===== src/logic/dadc_defines.svh =====
// Register offsets, field positions, reset values and timing counts.
`ifndef DADC_DEFINES_SVH
`define DADC_DEFINES_SVH

// ==========================================================================
// Device register map.
`define DADC_REG_CONFIG      4'h0
`define DADC_REG_ILV         4'hd
`define DADC_ILV_RESET       16'h0000
`define DADC_CFG_RESET       16'h0000
`define DADC_ILV_DES_SRC_Q   13
`define DADC_ILV_AUTO_PHASE  14
`define DADC_ILV_DES_EN      15
`define DADC_CFG_DDR         0

// ==========================================================================
// Timing.
`define DADC_CLK_MHZ         40
`define DADC_DLY_SHORT_NS    1000
`define DADC_DLY_LONG_NS     4000
`define DADC_CAL_RUN_NS      2000
`define DADC_DLY_SHORT_CYC   ((`DADC_DLY_SHORT_NS * `DADC_CLK_MHZ + 999) / 1000)
`define DADC_DLY_LONG_CYC    ((`DADC_DLY_LONG_NS * `DADC_CLK_MHZ + 999) / 1000)
`define DADC_CAL_RUN_CYC     ((`DADC_CAL_RUN_NS * `DADC_CLK_MHZ + 999) / 1000)
`define DADC_CAL_L_CYC       16
`define DADC_CAL_H_CYC       16
`define DADC_FLUSH_WORDS     2
`define DADC_WR_HOLD_CYC     4
`define DADC_SYNC_MARGIN     4
`define DADC_CAL_WAIT_CYC    255

// ==========================================================================
// Controller register map.
`define DADC_HR_CTRL         4'h0
`define DADC_HR_DEV_ADDR     4'h1
`define DADC_HR_DEV_DATA     4'h2
`define DADC_HR_STATUS       4'h3
`define DADC_HR_CAP_I        4'h4
`define DADC_HR_CAP_Q        4'h5
`define DADC_HR_SHADOW       4'h6
`define DADC_CTRL_RESET      8'h01
`define DADC_CTRL_CAL_GO     7

`endif


===== src/logic/dadc_pkg.sv =====
// Types shared by both ends.
package dadc_pkg;

  // ========================================================================
  // Device sequencing states.
  typedef enum logic [3:0] {
    DADC_S_WAIT = 4'b0001,
    DADC_S_CAL  = 4'b0010,
    DADC_S_RUN  = 4'b0100,
    DADC_S_PD   = 4'b1000
  } dadc_dev_state_type;

  // ========================================================================
  // Controller calibration states.
  typedef enum logic [5:0] {
    DADC_H_IDLE    = 6'b000001,
    DADC_H_DESOFF  = 6'b000010,
    DADC_H_LOW     = 6'b000100,
    DADC_H_HIGH    = 6'b001000,
    DADC_H_WAIT    = 6'b010000,
    DADC_H_RESTORE = 6'b100000
  } dadc_host_state_type;

endpackage


===== src/logic/dadc_if.sv =====
// Pin bundle between the converter and its receiving controller.
`timescale 1ns/10ps
`default_nettype none

interface dadc_if;
  // ========================================================================
  // Controller to device.
  logic        cal_req;
  logic        full_power_down;
  logic        q_channel_power_down;
  logic        output_edge_select;
  logic        ddr_select;
  logic        ext_mode;
  logic        trim_out;
  logic        trim_oe;
  logic        reg_wr;
  logic [3:0]  reg_addr;
  logic [15:0] reg_wdata;
  // Trim wait select pin as seen by the device.
  logic        trim_wait_select;
  logic        trim_float;
  // ========================================================================
  // Device to controller.
  logic        output_strobe;
  logic [31:0] bus_data;
  logic [3:0]  bus_oe;
  logic        self_trim_active;

  // Undriven pin reads low and is flagged as floating.
  assign trim_wait_select = trim_oe & trim_out;
  assign trim_float       = ~trim_oe;

  modport dev (
    input  cal_req, full_power_down, q_channel_power_down,
    input  output_edge_select, ddr_select, ext_mode,
    input  trim_wait_select, trim_float, reg_wr, reg_addr, reg_wdata,
    output output_strobe, bus_data, bus_oe, self_trim_active
  );

  modport host (
    output cal_req, full_power_down, q_channel_power_down,
    output output_edge_select, ddr_select, ext_mode,
    output trim_out, trim_oe, reg_wr, reg_addr, reg_wdata,
    input  output_strobe, bus_data, bus_oe, self_trim_active
  );
endinterface

`default_nettype wire


===== src/logic/dadc_host.sv =====
// Controller end: pin drive, device register writes and word capture.
`timescale 1ns/10ps
`default_nettype none
`include "dadc_defines.svh"

module dadc_host
  import dadc_pkg::*;
(
  // Link to the device.
  dadc_if.host             lnk,
  // Clock and reset.
  input  wire logic        i_clk,
  input  wire logic        i_resetn,
  // Software port.
  input  wire logic [3:0]  i_addr,
  input  wire logic [15:0] i_wdata,
  input  wire logic        i_wr,
  input  wire logic        i_rd,
  output logic [15:0]      o_rdata,
  // System.
  input  wire logic        i_clock_fault,
  output logic             o_word_valid
);

  localparam logic [3:0] HOLD   = 4'(`DADC_WR_HOLD_CYC);
  localparam logic [7:0] LOW_N  = 8'(`DADC_CAL_L_CYC + `DADC_SYNC_MARGIN);
  localparam logic [7:0] HIGH_N = 8'(`DADC_CAL_H_CYC + `DADC_SYNC_MARGIN);
  localparam logic [7:0] WAIT_N = 8'(`DADC_CAL_WAIT_CYC);

  // ==========================================================================
  // Control register and write engine.
  dadc_host_state_type st_q;
  logic [7:0]  ctrl_q;
  logic [3:0]  dev_addr_q;
  logic [15:0] shadow_q;
  logic [15:0] save_q;
  logic        busy_q;
  logic [3:0]  eng_cnt_q;
  logic [3:0]  w_addr_q;
  logic [15:0] w_data_q;
  logic        pd_q;
  logic        fault_prev_q;
  logic        need_clr_q;
  logic        refused_q;
  logic        go;
  logic        sw_dev;
  logic        bad_cfg;
  logic        s_guard;
  logic        s_cal;
  logic        s_sw;
  logic        start;
  logic [3:0]  st_addr;
  logic [15:0] st_data;
  logic        ilv_des;
  assign ilv_des = ctrl_q[4] && shadow_q[`DADC_ILV_DES_EN];
  assign go      = i_wr && i_addr == `DADC_HR_CTRL &&
                   i_wdata[`DADC_CTRL_CAL_GO] && st_q == DADC_H_IDLE;
  assign sw_dev  = i_wr && i_addr == `DADC_HR_DEV_DATA;
  assign bad_cfg = dev_addr_q == `DADC_REG_CONFIG && ilv_des;
  assign s_guard = need_clr_q ||
                   (!ctrl_q[0] && pd_q && shadow_q[`DADC_ILV_AUTO_PHASE]);
  assign s_cal   = st_q == DADC_H_DESOFF || st_q == DADC_H_RESTORE;
  assign s_sw    = sw_dev && !bad_cfg;
  assign start   = !busy_q && (s_guard || s_cal || s_sw);

  always_comb begin
    st_addr = `DADC_REG_ILV;
    st_data = shadow_q & ~(16'h1 << `DADC_ILV_AUTO_PHASE);
    if (!s_guard && st_q == DADC_H_DESOFF) begin
      st_data = shadow_q & ~(16'h1 << `DADC_ILV_DES_EN);
    end else if (!s_guard && st_q == DADC_H_RESTORE) begin
      st_data = save_q;
    end else if (!s_guard && !s_cal) begin
      st_addr = dev_addr_q;
      st_data = i_wdata;
    end
  end

  always_ff @(posedge i_clk or negedge i_resetn) begin
    if (!i_resetn) begin
      busy_q    <= 1'b0;
      eng_cnt_q <= 4'h0;
      w_addr_q  <= 4'h0;
      w_data_q  <= 16'h0;
      shadow_q  <= `DADC_ILV_RESET;
    end else if (start) begin
      busy_q    <= 1'b1;
      eng_cnt_q <= 4'h0;
      w_addr_q  <= st_addr;
      w_data_q  <= st_data;
      if (st_addr == `DADC_REG_ILV) begin
        shadow_q <= st_data;
      end
    end else if (busy_q) begin
      eng_cnt_q <= eng_cnt_q + 4'h1;
      busy_q    <= eng_cnt_q != HOLD + HOLD - 4'h1;
    end
  end

  always_ff @(posedge i_clk or negedge i_resetn) begin
    if (!i_resetn) begin
      ctrl_q       <= `DADC_CTRL_RESET;
      dev_addr_q   <= 4'h0;
      pd_q         <= 1'b1;
      fault_prev_q <= 1'b0;
      need_clr_q   <= 1'b0;
      refused_q    <= 1'b0;
    end else begin
      if (i_wr && i_addr == `DADC_HR_CTRL) begin
        ctrl_q <= {1'b0, i_wdata[6:0]};
      end
      if (i_wr && i_addr == `DADC_HR_DEV_ADDR) begin
        dev_addr_q <= i_wdata[3:0];
      end
      pd_q         <= ctrl_q[0] || (pd_q && (s_guard || busy_q));
      fault_prev_q <= i_clock_fault;
      need_clr_q   <= (i_clock_fault && !fault_prev_q) ||
                      (need_clr_q && !(start && s_guard));
      refused_q    <= (sw_dev && (busy_q || bad_cfg || s_guard || s_cal)) ||
                      (refused_q && !(i_rd && i_addr == `DADC_HR_STATUS));
    end
  end

  // ==========================================================================
  // Calibration request sequence.
  logic [7:0] cal_cnt_q;
  logic       had_des_q;
  logic       cal_pin_q;
  logic       seen_trim_q;
  logic [2:0] trim_s_q;
  always_ff @(posedge i_clk or negedge i_resetn) begin
    if (!i_resetn) begin
      st_q        <= DADC_H_IDLE;
      cal_cnt_q   <= 8'h00;
      had_des_q   <= 1'b0;
      save_q      <= `DADC_ILV_RESET;
      cal_pin_q   <= 1'b0;
      seen_trim_q <= 1'b0;
    end else begin
      unique case (st_q)
        DADC_H_IDLE: begin
          if (go) begin
            had_des_q <= ilv_des;
            save_q    <= shadow_q;
            st_q      <= ilv_des ? DADC_H_DESOFF : DADC_H_LOW;
          end
        end
        DADC_H_DESOFF: begin
          if (start && !s_guard) begin
            st_q <= DADC_H_LOW;
          end
        end
        DADC_H_LOW: begin
          cal_cnt_q <= busy_q ? 8'h00 : cal_cnt_q + 8'h01;
          if (cal_cnt_q == LOW_N) begin
            cal_cnt_q <= 8'h00;
            cal_pin_q <= 1'b1;
            st_q      <= DADC_H_HIGH;
          end
        end
        DADC_H_HIGH: begin
          cal_cnt_q <= cal_cnt_q + 8'h01;
          if (cal_cnt_q == HIGH_N) begin
            cal_cnt_q   <= 8'h00;
            cal_pin_q   <= 1'b0;
            seen_trim_q <= 1'b0;
            st_q        <= DADC_H_WAIT;
          end
        end
        DADC_H_WAIT: begin
          cal_cnt_q   <= seen_trim_q ? cal_cnt_q : cal_cnt_q + 8'h01;
          seen_trim_q <= seen_trim_q || trim_s_q[1];
          if ((seen_trim_q && !trim_s_q[1]) || cal_cnt_q == WAIT_N) begin
            cal_cnt_q <= 8'h00;
            st_q      <= had_des_q ? DADC_H_RESTORE : DADC_H_IDLE;
          end
        end
        DADC_H_RESTORE: begin
          if (start && !s_guard) begin
            st_q <= DADC_H_IDLE;
          end
        end
      endcase
    end
  end

  // ==========================================================================
  // Trim pin drive and word capture.
  logic        seen_low_q;
  logic [2:0]  stb_s_q;
  logic [31:0] dat_s1_q;
  logic [31:0] dat_s2_q;
  logic [31:0] cap_q;
  logic        cap;
  assign cap = ctrl_q[3] ? (stb_s_q[1] != stb_s_q[2])
             : ctrl_q[2] ? (!stb_s_q[1] && stb_s_q[2])
             : (stb_s_q[1] && !stb_s_q[2]);

  always_ff @(posedge i_clk or negedge i_resetn) begin
    if (!i_resetn) begin
      seen_low_q   <= 1'b0;
      trim_s_q     <= 3'h0;
      stb_s_q      <= 3'h0;
      dat_s1_q     <= 32'h0;
      dat_s2_q     <= 32'h0;
      cap_q        <= 32'h0;
      o_word_valid <= 1'b0;
      o_rdata      <= 16'h0;
    end else begin
      seen_low_q   <= 1'b1;
      trim_s_q     <= {trim_s_q[1:0], lnk.self_trim_active};
      stb_s_q      <= {stb_s_q[1:0], lnk.output_strobe};
      dat_s1_q     <= lnk.bus_data;
      dat_s2_q     <= dat_s1_q;
      o_word_valid <= cap;
      if (cap) begin
        cap_q <= dat_s2_q;
      end
      unique case (i_addr)
        `DADC_HR_CTRL:     o_rdata <= {8'h00, ctrl_q};
        `DADC_HR_DEV_ADDR: o_rdata <= {12'h000, dev_addr_q};
        `DADC_HR_STATUS:   o_rdata <= {12'h000, refused_q, pd_q,
                                       trim_s_q[1], busy_q || !st_q[0]};
        `DADC_HR_CAP_I:    o_rdata <= cap_q[15:0];
        `DADC_HR_CAP_Q:    o_rdata <= cap_q[31:16];
        `DADC_HR_SHADOW:   o_rdata <= shadow_q;
        default:           o_rdata <= 16'h0;
      endcase
    end
  end

  assign lnk.cal_req              = cal_pin_q;
  assign lnk.full_power_down      = pd_q;
  assign lnk.q_channel_power_down = ctrl_q[1];
  assign lnk.output_edge_select   = ctrl_q[2];
  assign lnk.ddr_select           = ctrl_q[3];
  assign lnk.ext_mode             = ctrl_q[4];
  assign lnk.trim_out             = ctrl_q[6];
  assign lnk.trim_oe              = !(ctrl_q[5] && seen_low_q && !ctrl_q[4]);
  assign lnk.reg_wr               = busy_q && eng_cnt_q < HOLD;
  assign lnk.reg_addr             = w_addr_q;
  assign lnk.reg_wdata            = w_data_q;

endmodule

`default_nettype wire


===== src/flat_wrapper.sv =====
// flat-port wrapper written by rule: the top's interface ports become plain ports
module dadc_host_flat import dadc_pkg::*;
  (i_clk, i_resetn, i_addr, i_wdata, i_wr, i_rd, o_rdata, i_clock_fault, o_word_valid, lnk_cal_req, lnk_full_power_down, lnk_q_channel_power_down, lnk_output_edge_select, lnk_ddr_select, lnk_ext_mode, lnk_trim_out, lnk_trim_oe, lnk_reg_wr, lnk_reg_addr, lnk_reg_wdata, lnk_output_strobe, lnk_bus_data, lnk_bus_oe, lnk_self_trim_active);
  dadc_if lnk_i ();
  input  wire logic i_clk;
  input  wire logic i_resetn;
  input  wire logic [3:0] i_addr;
  input  wire logic [15:0] i_wdata;
  input  wire logic i_wr;
  input  wire logic i_rd;
  output logic [15:0] o_rdata;
  input  wire logic i_clock_fault;
  output logic o_word_valid;
  output wire logic [$bits(lnk_i.cal_req)-1:0] lnk_cal_req;
  output wire logic [$bits(lnk_i.full_power_down)-1:0] lnk_full_power_down;
  output wire logic [$bits(lnk_i.q_channel_power_down)-1:0] lnk_q_channel_power_down;
  output wire logic [$bits(lnk_i.output_edge_select)-1:0] lnk_output_edge_select;
  output wire logic [$bits(lnk_i.ddr_select)-1:0] lnk_ddr_select;
  output wire logic [$bits(lnk_i.ext_mode)-1:0] lnk_ext_mode;
  output wire logic [$bits(lnk_i.trim_out)-1:0] lnk_trim_out;
  output wire logic [$bits(lnk_i.trim_oe)-1:0] lnk_trim_oe;
  output wire logic [$bits(lnk_i.reg_wr)-1:0] lnk_reg_wr;
  output wire logic [$bits(lnk_i.reg_addr)-1:0] lnk_reg_addr;
  output wire logic [$bits(lnk_i.reg_wdata)-1:0] lnk_reg_wdata;
  input wire logic [$bits(lnk_i.output_strobe)-1:0] lnk_output_strobe;
  input wire logic [$bits(lnk_i.bus_data)-1:0] lnk_bus_data;
  input wire logic [$bits(lnk_i.bus_oe)-1:0] lnk_bus_oe;
  input wire logic [$bits(lnk_i.self_trim_active)-1:0] lnk_self_trim_active;
  assign lnk_cal_req = lnk_i.cal_req;
  assign lnk_full_power_down = lnk_i.full_power_down;
  assign lnk_q_channel_power_down = lnk_i.q_channel_power_down;
  assign lnk_output_edge_select = lnk_i.output_edge_select;
  assign lnk_ddr_select = lnk_i.ddr_select;
  assign lnk_ext_mode = lnk_i.ext_mode;
  assign lnk_trim_out = lnk_i.trim_out;
  assign lnk_trim_oe = lnk_i.trim_oe;
  assign lnk_reg_wr = lnk_i.reg_wr;
  assign lnk_reg_addr = lnk_i.reg_addr;
  assign lnk_reg_wdata = lnk_i.reg_wdata;
  assign lnk_i.output_strobe = lnk_output_strobe;
  assign lnk_i.bus_data = lnk_bus_data;
  assign lnk_i.bus_oe = lnk_bus_oe;
  assign lnk_i.self_trim_active = lnk_self_trim_active;
  dadc_host u_core (.lnk(lnk_i), .i_clk(i_clk), .i_resetn(i_resetn), .i_addr(i_addr), .i_wdata(i_wdata), .i_wr(i_wr), .i_rd(i_rd), .o_rdata(o_rdata), .i_clock_fault(i_clock_fault), .o_word_valid(o_word_valid));
endmodule

===== config.mk =====
export PLATFORM = sky130hd
export DESIGN_NAME = dadc_host_flat
export DESIGN_NICKNAME = d
export VERILOG_FILES = /design/src/logic/dadc_pkg.sv /design/src/logic/dadc_if.sv /design/src/logic/dadc_host.sv /design/src/flat_wrapper.sv
export VERILOG_INCLUDE_DIRS = /design/src /design/src/logic
export SDC_FILE = /design/constraint.sdc
export NUM_CORES = 1
export LEC_CHECK = 0
export BUFFER_PORTS_ARGS = -buffer_cell sky130_fd_sc_hd__buf_4
export CAP_MARGIN = 20
export CORE_ASPECT_RATIO = 1.1
export CORE_MARGIN = 3
export CORE_UTILIZATION = 52
export DETAILED_ROUTE_END_ITERATION = 6
export HOLD_SLACK_MARGIN = 0.02
export PLACE_DENSITY = 0.75
export SLEW_MARGIN = 5
export SYNTH_ARGS = -nofsm -noshare
export SYNTH_HDL_FRONTEND = slang
export SYNTH_SLANG_ARGS = --single-unit
export TNS_END_PERCENT = 20

===== constraint.sdc =====
create_clock -name i_clk -period 2.1 [get_ports i_clk]
set_input_delay 0.21 -clock i_clk [delete_from_list [all_inputs] [get_ports i_clk]]
set_output_delay 0.21 -clock i_clk [all_outputs]
set_load 0.005 [all_outputs]

==> Word-level counts from Yosys, hierarchy flattened <==
Index checks and enable logic that the tools add are counted.
{ "totals": {"register_bits": 208} }
{ "classes": {"muxes": 32, "n_reduce_logical": 68, "eq_ne": 24, "magnitude_cmp": 1, "add_sub_neg": 2} }
{ "ops": {"columns": ["operator", "count"], "rows": [
  ["$pmux 16 s6", 1],
  ["$mux 16", 3],
  ["$mux 6", 7],
  ["$mux 8", 5],
  ["$pmux 6 s6", 1],
  ["$logic_and 1x1->1", 28],
  ["$pmux 8 s3", 1],
  ["$mux 4", 5],
  ["$logic_not 1->1", 14],
  ["$logic_or 1x1->1", 14],
  ["$eq 4x3->1 const B", 3],
  ["$add 8x1->8 const B", 1],
  ["$eq 4x2->1 const B", 2],
  ["$eq 8x5->1 const B", 1],
  ["$eq 8x8->1 const B", 1],
  ["$logic_not 4->1", 2],
  ["$ne 2x1->1 const B", 4],
  ["$reduce_and 2->1", 4],
  ["$eq 6x1->1 const B", 1],
  ["$eq 6x2->1 const B", 1],
  ["$eq 6x3->1 const B", 1],
  ["$eq 6x4->1 const B", 1],
  ["$eq 6x5->1 const B", 1],
  ["$eq 6x6->1 const B", 1],
  ["other kinds (15)", 24]
]} }

==> Logic depth before layout (Yosys ltp) <==
{ "logic_depth": {"word_depth": 11, "ltp_mapped": 8, "depth_no_buf": 6} }

==> Worst setup path after synthesis <==
OpenSTA, ideal clock, no wires.
{ "synth_path": {"path_kind": "reg2reg", "start": "reg u_core.st_q[2]", "end": "reg u_core.had_des_q", "path_stages_with_launch": 7, "setup_time_ps": 125, "t_arrival_ps": 1923, "n_path_buf": 2, "slack_ps": 52, "cell_sequence": "dfrtp_1 -> buf_2 -> nor4_1 -> nand3b_1 -> nor3_4 -> buf_4 -> mux2_2"} }
{ "synth_via": {"elab_chain_cells": 3} }
{ "synth_rtl": {"columns": ["item", "line_no", "text"], "rows": [
  ["start: declaration", "dadc_host.sv:32", "dadc_host_state_type st_q;"],
  ["start signal: assignment", "dadc_host.sv:145", "st_q <= ilv_des ? DADC_H_DESOFF : DADC_H_LOW;"],
  ["start signal: assignment", "dadc_host.sv:175", "st_q <= had_des_q ? DADC_H_RESTORE : DADC_H_IDLE;"],
  ["$eq 6x1->1 (*)", "dadc_host.sv:57, dadc_host.sv:140", null],
  ["$logic_and 1x1->1", "dadc_host.sv:56", "assign go = i_wr && i_addr == `DADC_HR_CTRL &&"],
  ["$reduce_and 2->1 (no source line) (*)", null, null],
  ["end signal: assignment", "dadc_host.sv:143", "had_des_q <= ilv_des;"],
  ["end: declaration", "dadc_host.sv:127", "logic had_des_q;"]
]} }
Every way passes the cells marked *; elsewhere a longest branch is shown, timed or not.
A chain may end at the register's enable or synchronous reset.

==> Final worst setup path <==
{ "layout_path": {"start": "reg u_core.st_q[3]", "end": "reg u_core.st_q[2]"} }
{ "layout_via": {"elab_chain_cells": 8} }
{ "layout_rtl": {"columns": ["item", "line_no", "text"], "rows": [
  ["$eq 6x2->1 or $eq 6x6->1 (tied branches)", "dadc_host.sv:62, dadc_host.sv:140", null],
  ["$logic_or 1x1->1", "dadc_host.sv:62", "assign s_cal = st_q == DADC_H_DESOFF || st_q == DADC_H_RESTORE;"],
  ["$logic_or 1x1->1 (2 in a row)", "dadc_host.sv:64", "assign start = !busy_q && (s_guard || s_cal || s_sw);"],
  ["$logic_and 1x1->1", "dadc_host.sv:64", null],
  ["$logic_and 1x1->1", "dadc_host.sv:149, dadc_host.sv:179", null],
  ["$ne 2x2->1 (no source line)", null, null],
  ["$reduce_and 6->1 (no source line)", null, null]
]} }
Parallel ways exist; a longest one is shown, timed or not.

==> impl_metrics.json <==
{
  "viasPerCell": 5.676,
  "grt_pass1_vias": 5869,
  "powerDensity_nw_per_um2": 1249,
  "setup_viol": 0,
  "dieArea_sq_um": 17150,
  "grt_usage": 0.2196,
  "maxSlewViolCount": 0,
  "syn_inst": 625,
  "end_kind": "flip-flop",
  "drtIter0Drc": 451,
  "hpwl_mm": 12.23,
  "rows": 47,
  "hold_depth": 3,
  "cp_max_fo": 4,
  "start_kind": "flip-flop",
  "cp_cell_sequence": "or2_1 -> or4_4 -> buf_4 -> o22ai_2 -> nor3b_2 -> mux2_2",
  "avgSynthCellArea_sq_um": 12.99,
  "start_util": 0.5352,
  "hold_viol": 0,
  "use_met2": 0.3816,
  "clock_skew_ns": 0.01832,
  "clock-sinks": 208,
  "synth_edf_count": 0,
  "post-cts-setup-buffer-count": 0,
  "port_buffers": 104,
  "use_met1": 0.2870,
  "power.leakage_nw": 4.937,
  "final_area_sq_um": 10610,
  "fp.dieW_um": 125.2,
  "drc": 0,
  "status": "finished clean",
  "synthTopCellsByArea": "dfrtp_1 63%, mux2_2 8.2%, nand2_1 3.2%",
  "max_stage_delay_ns": 0.51,
  "fin_crit_sh": 0.9758,
  "cts-root-buf": "clkbuf_16",
  "use_met3": 0.03825,
  "io_pins": 109,
  "ys_ff_latch": 208,
  "hp-class": "in -> reg",
  "antenna_found_initial": 0,
  "clk_pin_slew_ns": 0.07,
  "layout.nets": 872,
  "worst_pin_slew_ns": 0.6571,
  "grt_first_pass_wirelength_mm": 30.11,
  "ys_types": 68,
  "seq_area_frac_synth": 0.6414,
  "core_area_sq_um": 15170,
  "place.gp.congestion": 0.8350,
  "route.vias.total": 5767,
  "busiest_layer": "met2",
  "clkLatencyLatePin_ns": 0.50,
  "clock_tree.buffer_depth": 3,
  "routedWlPerCell_um": 18.58,
  "synth_warnings": 0,
  "grt_max_degree": 56,
  "criticalPathCategory": "reg -> reg",
  "yosysTopAreaCell": "dfrtp_1",
  "insertedDiodeCount": 0,
  "critPathArrivalTime_ns": 2.44,
  "crit_slowest_cell": "or4_4",
  "firstDrtPassIters": 5,
  "cts_buffers": 22,
  "syn2layout_area_growth_pct": 30.62,
  "whs_ns": 0.1087,
  "r2r_cells": 6,
  "cts_tree": "done",
  "min_period_ns": 2.049,
  "place_area_sq_um": 9330,
  "drive_gt1_frac": 0.3244,
  "die_y_um": 137.1,
  "peakVddDrop_mv": 0.9091,
  "relSlewSlack": 0.5609,
  "clock.fmax_ghz": 0.4880,
  "drv_cap": 0,
  "synth_nets": 693,
  "ys.flop_type": "dfrtp_1",
  "drt_wl_total_mm": 18.88,
  "overflow": 0,
  "antenna_left": 0,
  "async_flop_share": 1.000,
  "rsz0062_at_grt": "yes",
  "cts_max_level": 1,
  "syn_area_sq_um": 8120,
  "required_ns": 2.49,
  "netlist.area_leader.share": 0.6317
}
## layout make-up
class                   count  area (sq um)
multi-input cells         364          2718
well taps                 196         245.2
clock buffers              29         658.1
repair buffers            185          1540
flip-flops and latches    208          5209
inverters                  23         86.33
fillers                  1032          4566
clock inverters            11         150.1
## cells in the final DEF, fill, tap and decap left out, drive strengths merged, types with 4 or more instances in the layout
| master | n |
|---|---|
| nor2b | 8 |
| nand3 | 6 |
| o22ai | 17 |
| nor4 | 9 |
| o22a | 13 |
| dfrtp | 205 |
| nor3b | 4 |
| o211ai | 9 |
| a21oi | 6 |
| nor2 | 17 |
| inv | 25 |
| o2bb2ai | 13 |
| o21ai | 40 |
| clkbuf | 30 |
| a222oi | 12 |
| nand3b | 6 |
| mux2i | 6 |
| nor3 | 6 |
| mux2 | 59 |
| clkinv | 5 |
| dlygate4sd3 | 43 |
| nand2 | 69 |
| ha | 5 |
| buf | 141 |
## power by group
group / switching (mW) / leakage (nW) / total, mW / internal (mW)
combinational: 1.77 / 2.03 / 3.57 / 1.80
clock: 1.58 / 0.400 / 4.18 / 2.59
sequential: 0.663 / 2.51 / 5.50 / 4.84
total: 4.01 / 4.94 / 13.2 / 9.23
## state kept, by name, indices dropped and copies added (netlist names), 6 cells and up
register	flops
u_core.lnk.reg_wdata	16
u_core.cal_cnt_q	8
u_core.ctrl_q	7
u_core.cap_q	32
u_core.dat_s2_q	32
u_core.o_rdata	16
u_core.save_q	16
u_core.dat_s1_q	32
u_core.st_q	6
u_core.shadow_q	16
## synth_stat cells, types with 3 or more instances
| master | count |
|---|---|
| a21o_1 | 3 |
| a21oi_1 | 5 |
| a221o_1 | 3 |
| a222oi_1 | 12 |
| a22o_1 | 3 |
| and3_1 | 3 |
| buf_2 | 7 |
| buf_4 | 3 |
| buf_6 | 3 |
| clkbuf_1 | 18 |
| dfrtp_1 | 205 |
| dfstp_2 | 3 |
| ha_1 | 5 |
| inv_1 | 23 |
| mux2_2 | 59 |
| mux2i_1 | 6 |
| nand2_1 | 69 |
| nand3_1 | 6 |
| nand3b_1 | 5 |
| nand4_1 | 3 |
| nor2_1 | 16 |
| nor2b_1 | 8 |
| nor3_1 | 5 |
| nor4_1 | 6 |
| o211ai_1 | 8 |
| o21a_1 | 3 |
| o21ai_0 | 35 |
| o21ai_1 | 5 |
| o22a_1 | 13 |
| o22ai_1 | 16 |
| o2bb2ai_1 | 13 |
| or3_1 | 3 |
| xor2_1 | 3 |
## routing by layer
layer,routed length [um],share of wire
met1,7762,0.41
met3,1150,0.061
met5,0,0
met2,9597,0.51
met4,369,0.020
## worst max-delay path: cells and delay by family, from the launching register on
| kind | cells | cell delay [ns] |
|---|---|---|
| compound gates | 1 | 0.19 |
| simple gates | 3 | 0.88 |
| buf+inv | 1 | 0.17 |
| mux | 1 | 0.28 |
| flops | 1 | 0.42 |
## logic make-up after synthesis
kind of cell | Yosys count | share of synthesized area
xor gates and xnor gates | 4 | 0.004315
DFF | 208 | 0.6414
and+or+nand+nor | 147 | 0.09661
other | 1 | 0.0004618
AOI/OAI and AO/OA | 139 | 0.1245
muxes | 67 | 0.09476
buffers and inverters | 54 | 0.03020
adders and majority gates | 5 | 0.007704
## stage by stage
step                      worst slack [ns]  utilization  cells  power [mW]  TNS [ns]
after detailed placement          -0.08554       0.6150    932       8.986    -2.199
after global routing              -0.06645       0.6991   1016       13.95   -0.2441
after floorplan                    0.05207            -    625       7.458         0
after global placement             0.01666       0.6150    932       8.820         0
after CTS                         -0.04864       0.6972   1016       13.31   -0.6378
final                              0.05086       0.6991   1016       13.25         0
## repair_timing
| item | in CTS | in global routing |
|---|---|---|
| hold buffers | 43 | 0 |
| endpoints found under the setup margin | 32 | 50 |
| pin swaps | 0 | 2 |
| gates resized for setup | 0 | 6 |
| endpoints found under the hold margin | 94 | 0 |
| cloned | 1 | 0 |
## path summary, 6_finish.rpt
check | slack [ns] | end | from
min reg2reg | 0.35 | u_core.dat_s2_q[3] | u_core.dat_s1_q[3]
min | 0.11 | u_core.dev_addr_q[1] | i_wdata[1]
max reg2reg | 0.05 | u_core.st_q[2] | u_core.st_q[3]
min in group asynchronous | 0.24 | u_core.eng_cnt_q[2] | i_resetn
max in group asynchronous | 1.08 | u_core.cap_q[28] | i_resetn
max | 0.05 | u_core.st_q[2] | u_core.st_q[3]
Power figures use the tool's default switching activity.
